$ cat config.mk
export PLATFORM = sky130hd
export DESIGN_NAME = sensor_power_reset_sequencer
export DESIGN_NICKNAME = d
export VERILOG_FILES = /design/src/shared/sensor_seq_pkg.sv /design/src/hw/sensor_power_reset_sequencer.sv
export SDC_FILE = /design/constraint.sdc
export NUM_CORES = 1
export LEC_CHECK = 0
export BUFFER_PORTS_ARGS = -buffer_cell sky130_fd_sc_hd__buf_2
export CAP_MARGIN = 15
export CORE_ASPECT_RATIO = 0.5
export CORE_MARGIN = 3
export CORE_UTILIZATION = 45
export CTS_BUF_LIST = sky130_fd_sc_hd__clkbuf_4 sky130_fd_sc_hd__clkbuf_8
export DETAILED_ROUTE_END_ITERATION = 8
export PLACE_DENSITY = 0.64
export SYNTH_ARGS = -nofsm -noshare
export SYNTH_HDL_FRONTEND = slang
export SYNTH_SLANG_ARGS = --single-unit
export TNS_END_PERCENT = 5
$ cat constraint.sdc
create_clock -name sys_clk_in -period 3.29 [get_ports sys_clk_in]
set_input_delay 0.1645 -clock sys_clk_in [delete_from_list [all_inputs] [get_ports sys_clk_in]]
set_output_delay 0.1645 -clock sys_clk_in [all_outputs]
set_load 0.005 [all_outputs]
$ cat src/shared/sensor_seq_pkg.sv
// Timing constants and state encoding for the sensor power sequencer
package sensor_seq_pkg;
    localparam int unsigned CLK_MHZ          = 200;
    localparam int unsigned RAIL_STEP_US     = 5;
    localparam int unsigned RAIL_STEP_CYC    = (RAIL_STEP_US * CLK_MHZ > 0) ? RAIL_STEP_US * CLK_MHZ : 1;
    localparam int unsigned RAIL_SETTLE_US   = 100;
    localparam int unsigned RESET_HOLD_MS    = 1;
    localparam int unsigned INIT_INPUT_CLKS  = 160000;
    localparam int unsigned PLL_LOCK_MS      = 1;
    localparam int unsigned OFF_GAP_MS       = 100;
    localparam int unsigned MS_CYC           = 1000 * CLK_MHZ;
    localparam int unsigned NUM_RAILS        = 5;
    localparam int unsigned CNT_W            = 32;
    // Rail bit positions, power-up order
    localparam int unsigned RAIL_PLL         = 0;
    localparam int unsigned RAIL_ANALOG      = 1;
    localparam int unsigned RAIL_IO          = 2;
    localparam int unsigned RAIL_CORE        = 3;
    localparam int unsigned RAIL_SERIAL      = 4;
    localparam logic [15:0] SENSOR_CONTROL_ADDR = 16'h301A;
    localparam int unsigned STREAM_BIT       = 2;

    typedef enum logic [3:0] {
        ST_OFF       = 4'h0,
        ST_RAIL_UP   = 4'h1,
        ST_SETTLE    = 4'h2,
        ST_RESET     = 4'h3,
        ST_INIT      = 4'h4,
        ST_CONFIG    = 4'h5,
        ST_PLL_LOCK  = 4'h6,
        ST_STREAM_ON = 4'h7,
        ST_STREAMING = 4'h8,
        ST_STREAM_OFF= 4'h9,
        ST_STANDBY   = 4'hA,
        ST_RAIL_DOWN = 4'hB,
        ST_OFF_GAP   = 4'hC
    } seq_state_t;
endpackage : sensor_seq_pkg

$ cat src/hw/sensor_power_reset_sequencer.sv
// Host-side power, reset, clock and streaming sequencer for an image sensor
//
// Behaviour
// - PLL rail enabled first, never later
// - Rails up in order, fixed step gap
// - Input clock starts after rails settle
// - Reset held low one ms after settling
// - RC reset must cover settle times
// - Wait 160000 input clocks before access
// - Configuration written before streaming enabled
// - Wait one ms after PLL configuration
// - Clear streaming before removing any rail
// - Rails down in reverse order
// - 100 ms off before next power-up
`timescale 1ns/10ps
`default_nettype none
module sensor_power_reset_sequencer
    import sensor_seq_pkg::*;
#(
    parameter int unsigned INPUT_CLK_DIV = 10,
    parameter int unsigned RESET_CYC    = RESET_HOLD_MS * MS_CYC,
    parameter int unsigned PLL_CYC      = PLL_LOCK_MS * MS_CYC,
    parameter int unsigned OFF_GAP_CYC  = OFF_GAP_MS * MS_CYC,
    parameter int unsigned SETTLE_CYC   = RAIL_SETTLE_US * CLK_MHZ,
    parameter int unsigned INIT_CLKS    = INIT_INPUT_CLKS
) (
    input  wire logic                  sys_clk_in,
    input  wire logic                  reset_n_in,
    input  wire logic                  power_on_in,
    input  wire logic                  stream_req_in,
    input  wire logic                  config_done_in,
    input  wire logic                  soft_standby_in,
    input  wire logic                  reg_write_done_in,
    output logic [NUM_RAILS-1:0]       rail_enable_out,
    output logic                       external_input_clock_out,
    output logic                       sensor_reset_n_out,
    output logic                       config_req_out,
    output logic                       reg_write_req_out,
    output logic [15:0]                reg_write_addr_out,
    output logic                       reg_write_stream_out,
    output logic                       streaming_out,
    output logic                       powered_out
);
    import sensor_seq_pkg::*;

    if (INPUT_CLK_DIV < 2 || INPUT_CLK_DIV % 2 != 0) begin : g_div_check
        $error("Input clock divider must be even and at least 2");
    end
    if (RESET_CYC < 1 || PLL_CYC < 1 || OFF_GAP_CYC < 1 || SETTLE_CYC < 1 || INIT_CLKS < 1) begin : g_wait_check
        $error("Wait counts must be at least one");
    end

    seq_state_t       state_q;
    logic [CNT_W-1:0] cnt_q;
    logic [2:0]       rail_idx_q;
    logic [CNT_W-1:0] div_q;
    logic             clk_run_q;
    logic             clk_q;
    logic             clk_rise;
    logic             cnt_done;

    assign cnt_done = (cnt_q == '0);
    // True on the edge that drives the input clock high
    assign clk_rise = clk_run_q && !clk_q && (div_q == CNT_W'(INPUT_CLK_DIV / 2 - 1));

    // Input clock divider, gated off until rails settle
    always_ff @(posedge sys_clk_in or negedge reset_n_in) begin
        if (!reset_n_in) begin
            div_q <= '0;
            clk_q <= 1'b0;
        end else if (!clk_run_q) begin
            div_q <= '0;
            clk_q <= 1'b0;
        end else if (div_q == CNT_W'(INPUT_CLK_DIV / 2 - 1)) begin
            div_q <= '0;
            clk_q <= ~clk_q;
        end else begin
            div_q <= div_q + 1'b1;
        end
    end

    // Main sequence
    always_ff @(posedge sys_clk_in or negedge reset_n_in) begin
        if (!reset_n_in) begin
            state_q            <= ST_OFF;
            cnt_q              <= '0;
            rail_idx_q         <= '0;
            rail_enable_out    <= '0;
            clk_run_q          <= 1'b0;
            sensor_reset_n_out <= 1'b0;
            config_req_out     <= 1'b0;
            reg_write_req_out  <= 1'b0;
            reg_write_addr_out <= '0;
            reg_write_stream_out <= 1'b0;
            streaming_out      <= 1'b0;
        end else begin
            unique case (state_q)
                ST_OFF: begin
                    if (power_on_in) begin
                        rail_enable_out[RAIL_PLL] <= 1'b1;
                        rail_idx_q <= 3'h1;
                        cnt_q      <= CNT_W'(RAIL_STEP_CYC - 1);
                        state_q    <= ST_RAIL_UP;
                    end
                end
                ST_RAIL_UP: begin
                    if (cnt_done) begin
                        rail_enable_out[rail_idx_q] <= 1'b1;
                        if (rail_idx_q == 3'(NUM_RAILS - 1)) begin
                            cnt_q   <= CNT_W'(SETTLE_CYC - 1);
                            state_q <= ST_SETTLE;
                        end else begin
                            rail_idx_q <= rail_idx_q + 3'h1;
                            cnt_q      <= CNT_W'(RAIL_STEP_CYC - 1);
                        end
                    end else begin
                        cnt_q <= cnt_q - 1'b1;
                    end
                end
                ST_SETTLE: begin
                    if (cnt_done) begin
                        clk_run_q <= 1'b1;
                        cnt_q     <= CNT_W'(RESET_CYC - 1);
                        state_q   <= ST_RESET;
                    end else begin
                        cnt_q <= cnt_q - 1'b1;
                    end
                end
                ST_RESET: begin
                    if (cnt_done) begin
                        sensor_reset_n_out <= 1'b1;
                        cnt_q   <= CNT_W'(INIT_CLKS - 1);
                        state_q <= ST_INIT;
                    end else begin
                        cnt_q <= cnt_q - 1'b1;
                    end
                end
                ST_INIT: begin
                    if (clk_rise) begin
                        if (cnt_done) begin
                            config_req_out <= 1'b1;
                            state_q        <= ST_CONFIG;
                        end else begin
                            cnt_q <= cnt_q - 1'b1;
                        end
                    end
                end
                ST_CONFIG: begin
                    if (config_done_in) begin
                        config_req_out <= 1'b0;
                        cnt_q   <= CNT_W'(PLL_CYC - 1);
                        state_q <= ST_PLL_LOCK;
                    end
                end
                ST_PLL_LOCK: begin
                    if (!power_on_in && cnt_done) begin
                        state_q <= ST_STANDBY;
                    end else if (cnt_done && stream_req_in) begin
                        reg_write_req_out    <= 1'b1;
                        reg_write_addr_out   <= SENSOR_CONTROL_ADDR;
                        reg_write_stream_out <= 1'b1;
                        state_q              <= ST_STREAM_ON;
                    end else if (!cnt_done) begin
                        cnt_q <= cnt_q - 1'b1;
                    end
                end
                ST_STREAM_ON: begin
                    if (reg_write_done_in) begin
                        reg_write_req_out <= 1'b0;
                        streaming_out     <= 1'b1;
                        state_q           <= ST_STREAMING;
                    end
                end
                ST_STREAMING: begin
                    if (!power_on_in || !stream_req_in) begin
                        reg_write_req_out    <= 1'b1;
                        reg_write_stream_out <= 1'b0;
                        state_q              <= ST_STREAM_OFF;
                    end
                end
                ST_STREAM_OFF: begin
                    if (reg_write_done_in) begin
                        reg_write_req_out <= 1'b0;
                        state_q           <= ST_STANDBY;
                    end
                end
                ST_STANDBY: begin
                    if (soft_standby_in) begin
                        streaming_out <= 1'b0;
                        if (!power_on_in) begin
                            clk_run_q          <= 1'b0;
                            sensor_reset_n_out <= 1'b0;
                            rail_idx_q         <= 3'(NUM_RAILS - 1);
                            cnt_q              <= CNT_W'(RAIL_STEP_CYC - 1);
                            state_q            <= ST_RAIL_DOWN;
                        end else if (stream_req_in) begin
                            reg_write_req_out    <= 1'b1;
                            reg_write_stream_out <= 1'b1;
                            state_q              <= ST_STREAM_ON;
                        end
                    end
                end
                ST_RAIL_DOWN: begin
                    if (cnt_done) begin
                        rail_enable_out[rail_idx_q] <= 1'b0;
                        cnt_q <= CNT_W'(RAIL_STEP_CYC - 1);
                        if (rail_idx_q == 3'h0) begin
                            cnt_q   <= CNT_W'(OFF_GAP_CYC - 1);
                            state_q <= ST_OFF_GAP;
                        end else begin
                            rail_idx_q <= rail_idx_q - 3'h1;
                        end
                    end else begin
                        cnt_q <= cnt_q - 1'b1;
                    end
                end
                ST_OFF_GAP: begin
                    if (cnt_done) begin
                        state_q <= ST_OFF;
                    end else begin
                        cnt_q <= cnt_q - 1'b1;
                    end
                end
                default: begin
                    state_q <= ST_OFF;
                end
            endcase
        end
    end

    assign external_input_clock_out = clk_q;
    assign powered_out              = rail_enable_out[RAIL_PLL];

    localparam int STEP_SPAN = RAIL_STEP_CYC;
endmodule : sensor_power_reset_sequencer
`default_nettype wire

Word level (Yosys, flattened, before mapping)
Cells that the tools add are included.
{"block": "word_totals", "register_bits": 84, "output_inout_bits": 28, "elab_cells": 176}
{"block": "classes", "add_sub_neg": 4, "n_lt_le_gt_ge": 2, "n_eq_ne": 41, "muxes": 75, "bitwise_logic": 5, "n_reduce_logical": 35}
{"operator": "2-to-1 mux 32 bit", "n": 14}
{"operator": "case mux 32 bit (10 select lines)", "n": 1}
{"operator": "2-to-1 mux 4 bit", "n": 19}
{"operator": "case mux 4 bit (13 select lines)", "n": 1}
{"operator": "!= test 2 bit, second input constant", "n": 23}
{"operator": "adder 32 x 1 -> 32 bit, second input constant", "n": 1}
{"operator": "equality test 32 x 3 -> 1 bit, second input constant", "n": 1}
{"operator": "logical NOT 32 bit", "n": 1}
{"operator": "subtractor 32 x 1 -> 32 bit, second input constant", "n": 1}
{"operator": "2-to-1 mux 25 bit", "n": 1}
{"operator": "AND reduction 8 bit", "n": 3}
{"operator": "2-to-1 mux 3 bit", "n": 7}
{"operator": "equality test 4 bit, second input constant", "n": 5}
{"operator": "2-to-1 mux 1 bit", "n": 19}
{"operator": "AND reduction 17 bit", "n": 1}
{"operator": "equality test 4 x 3 -> 1 bit, second input constant", "n": 4}
{"operator": "AND reduction 4 bit", "n": 4}
{"operator": "2-to-1 mux 15 bit", "n": 1}
{"operator": "case mux 3 bit (4 select lines)", "n": 1}
{"operator": "2-to-1 mux 5 bit", "n": 2}
{"operator": "nonzero test 10 bit", "n": 1}
{"operator": "nonzero test 2 bit", "n": 5}
{"operator": "AND reduction 3 bit", "n": 3}
{"operator": "equality test 4 x 2 -> 1 bit, second input constant", "n": 2}
{"operator": "26 further kinds", "n": 41}

Longest topological paths before layout
{"block": "depth", "word_depth": 8, "depth_mapped": 10}

Least setup slack after synthesis
OpenSTA, ideal clock, no wires.
{"block": "synth_timing", "path_kind": "reg2reg", "startpoint": "register cnt_q[23]", "endpoint": "register state_q[0]", "arrival_ps": 2263, "required_ps": 3165, "setup_slack_ps": 902, "path_stages_with_launch": 8, "path_buffers": 0, "cell_sequence": "dfrtp_1 > or4_1 > nor3b_2 > nand4_4 > a31oi_1 > o211ai_1 > a21oi_2 > mux2_2"}
{"block": "synth_between", "elab_chain_len": 4, "word_cells_on_any_way": 13}
{"element": "from (decl)", "line": "sensor_power_reset_sequencer.sv:54", "rtl": "logic [CNT_W-1:0] cnt_q;"}
{"element": "from (signal assigned)", "line": "sensor_power_reset_sequencer.sv:102", "rtl": "cnt_q <= CNT_W'(RAIL_STEP_CYC - 1);"}
{"element": "from (signal assigned)", "line": "sensor_power_reset_sequencer.sv:110", "rtl": "cnt_q <= CNT_W'(SETTLE_CYC - 1);"}
{"element": "from (signal assigned)", "line": "sensor_power_reset_sequencer.sv:114", "rtl": "cnt_q <= CNT_W'(RAIL_STEP_CYC - 1);"}
{"element": "logical NOT 32 bit *", "line": "sensor_power_reset_sequencer.sv:62", "rtl": "assign cnt_done = (cnt_q == '0);"}
{"element": "logical AND 1 bit (on tied branches)", "line": "sensor_power_reset_sequencer.sv:156, sensor_power_reset_sequencer.sv:158"}
{"element": "!= test 3 bit (no source line) or 2-to-1 mux 4 bit (tied branches)"}
{"element": "AND reduction 17 bit (no source line) or case mux 4 bit (13 select lines) (tied branches)"}
{"element": "to (signal assigned)", "line": "sensor_power_reset_sequencer.sv:152", "rtl": "state_q <= ST_PLL_LOCK;"}
{"element": "to (signal assigned)", "line": "sensor_power_reset_sequencer.sv:157", "rtl": "state_q <= ST_STANDBY;"}
{"element": "to (signal assigned)", "line": "sensor_power_reset_sequencer.sv:162", "rtl": "state_q <= ST_STREAM_ON;"}
{"element": "to (decl)", "line": "sensor_power_reset_sequencer.sv:53", "rtl": "seq_state_t state_q;"}
Mark *: on every way between the ends. The rest lies on a longest branch, timed or not.
A chain may end at the register's enable or synchronous reset.

Worst setup path after layout
Ends and elaborated chain as after synthesis.

==> run_results.csv <==
group,metric,value,unit
critical_path,crit_path_max_fanout,24,
placement,finalWeightedCongestion,0.8454,
critical_path,cp-start-kind,"flop",
clock_tree,path_clk_slew,0.09,ns
finish,syn_to_final_growth,10.07,%
sta,worstMarginPinSlew,0.6996,ns
clock_tree,cts_tree,"built",
placement,place_ws,0.3331,ns
clock_tree,root_buffer,"clkbuf_8",
clock_tree,numCtsBuffers,9,
placement,dp_hpwl,9745,um
sta,finalMaxSlewViolations,0,
finish,design_area,0.006016,mm^2
power,leakage,2.572,nW
floorplan,core.rowCount,27,
placement,port-buffer-count,23,
synth,synth_flop_cell,"dfrtp_1",
clock_tree,worstSkewPairLatency,0.36,ns
finish,fin_nets,673,
synth,ys.warnings.count,0,
sta,maxSlewHeadroom,0.5293,
routing,first_iter_violations,425,
job,drv_cap,0,
sta,setup_viol_count_final,0,
clock_tree,htree_levels,3,
floorplan,io_pins,35,
routing,num_vias,4834,
min_path,min_delay_path_depth,2,
finish,drive_above_1_share,0.1379,
synth,synth_edf_count,0,
global_route,grt_max_degree,43,
sta,fin_crit,2.796,ns
critical_path,crit_type,"reg -> reg",
sta,clock.fmax,357.7,MHz
floorplan,coreArea,0.01142,mm^2
synth,yosysSeqAreaShare,0.3846,
synth,synthArstFlopShare,1.000,
routing,drc_errors,0,
placement,dp.cells,809,
clock_tree,cts.sinks,84,
routing,wl_per_cell,16.26,um
global_route,antenna_found_initial,0,
critical_path,required,3.53,ns
sta,holdWs,0.03436,ns
floorplan,die-height,83.93,um
floorplan,die-area,0.01358,mm^2
synth,syn_avg_cell_area,8.553,um^2
routing,detail-route-antenna-nets,0,
global_route,grt_usage,0.2097,
finish,antenna_cells,0,
synth,yosysUniqueCellTypes,79,
sta,skew,0.01213,ns
sta,setup_slack,0.4942,ns
critical_path,worstRegToRegCells,8,
synth,ys_ff_latch,84,
global_route,grt-ovfl-total,0,
power,peakVddDrop,307.6,uV
synth,syn_inst,639,
global_route,grt_pass1_wl,23630,um
global_route,grt_pass1_vias,4597,
finish,stdcell_count,826,
sta,finalCritPeriodShare,0.8498,
sta,hold_viol,0,
routing,routed_wl,13430,um
routing,firstDrtPassIters,5,
power,power_density,804.5,mW/mm^2
min_path,hold_class,"in -> reg",
sta,rsz0062_at_grt,"no",
placement,dpl_cell_area,0.005741,mm^2
clock_tree,cts_max_path_buffers,2,
critical_path,worst_setup_path_end_kind,"flop",
sta,setup_tns,0,ns
routing,viasPerCell,5.852,
critical_path,cp.arrival,3.04,ns
status,status,"completed",
synth,syn_area,0.005465,mm^2
floorplan,initial_core_util,0.4786,
floorplan,die_x,161.9,um
[state kept, by name, indices dropped and copies added (netlist names), 3 cells and up, named ones only]
name,count
div_q,32
rail_idx_q,3
state_q,4
cnt_q,32
[worst max-delay path: stages (launching register included)]
cell	delay (ns)
dfrtp_1	0.45
or4_1	0.62
nor3b_2	0.33
nand4_4	0.13
buf_4	0.26
a31oi_1	0.18
o211ai_1	0.14
a21oi_2	0.21
mux2_2	0.36
[cells in the mapped netlist (all sizes together) (5+ instances only)]
cell / n / area [um^2]
buf: 29 / 202.7
inv: 18 / 67.56
a31oi: 9 / 56.30
nand4: 11 / 83.83
nand2b: 9 / 56.30
o31ai: 6 / 45.04
nor4: 21 / 158.9
a21oi: 41 / 216.5
nor2b: 13 / 81.33
nand3: 18 / 90.09
a211oi: 5 / 50.05
mux2: 5 / 56.30
dfrtp: 84 / 2102
xor2: 19 / 166.4
and2: 6 / 37.54
and3: 12 / 75.07
and4: 6 / 55.05
clkbuf: 18 / 67.56
xnor2: 17 / 148.9
nand2: 44 / 165.2
o41ai: 5 / 43.79
or3: 7 / 43.79
o21ai: 50 / 254.0
nor3: 28 / 145.1
nor2: 84 / 315.3
[cell usage in the layout, fill, tap and decap left out, drive strengths merged, types with 6 or more instances in the layout]
cell type  netlist  layout
nor4            21      21
or3              7       7
a21oi           41      41
xor2            19      19
inv             18      19
buf             29      48
a31oi            9       9
nor3            28      28
nor2            84      84
and4             6       6
clkbuf          18      11
nor2b           13      13
and2             6       6
nand2           44      44
conb             1      11
and3            12      12
nand2b           9       9
dfrtp           84      84
o31ai            6       6
nand4           11      11
xnor2           17      17
nand3           18      18
o21ai           50      50
[stage by stage]
stage / power (mW) / utilization
after floorplan: 3.219 / -
after global placement: 3.863 / 0.5027
after detailed placement: 3.884 / 0.5027
after CTS: 4.837 / 0.5262
after global routing: 5.250 / 0.5268
final: 4.840 / 0.5268
[final timing paths]
check,endpoint,slack [ns],start
max,state_q[0],0.49,cnt_q[23]
min,streaming_out,0.03,soft_standby_in
max reg2reg,state_q[0],0.49,cnt_q[23]
min reg2reg,div_q[0],0.51,div_q[0]
max in group asynchronous,div_q[26],2.18,reset_n_in
min in group asynchronous,rail_idx_q[1],0.34,reset_n_in
[timing repair]
action,in CTS,in global routing
gates resized for setup,0,1
setup buffers,0,0
endpoints found under the hold margin,40,0
setup endpoints to repair,0,4
hold buffers,1,0
[kinds of logic (layout without fill, tap and decap cells)]
family	after synthesis	after routing	share of synthesized area
and+or+nand+nor	274	274	0.2667
AOI/OAI and AO/OA	165	165	0.1996
DFF	84	84	0.3846
buffers and inverters	66	84	0.06250
xor gates and xnor gates	36	36	0.05769
muxes	8	8	0.01580
adders and majority gates	5	5	0.01236
other	1	11	0.0006862
[where the power goes]
part | switching, mW | leakage [nW] | internal [mW]
clock | 0.385 | 0.126 | 0.549
sequential | 0.254 | 1.12 | 1.21
combinational | 1.49 | 1.33 | 0.950
total | 2.13 | 2.57 | 2.71
[cell type report]
class	instances	area [um^2]
clock inverter	5	106.4
clock buffer	11	151.4
tap	159	198.9
fill	1107	5403
timing repair buffer	49	315.3
multi-input combinational	499	3070
inverter	19	71.32
sequential	84	2102
[per-layer routing]
layer | vias up | track usage | share of wire
met5 | - | 0 | 0
met4 | 0 | 0.04180 | 0.011
met3 | 20 | 0.04063 | 0.047
met2 | 128 | 0.3201 | 0.44
met1 | 2341 | 0.3097 | 0.51
li1 | 2345 | - | -
Note: power is estimated with default switching activity, not from simulation.
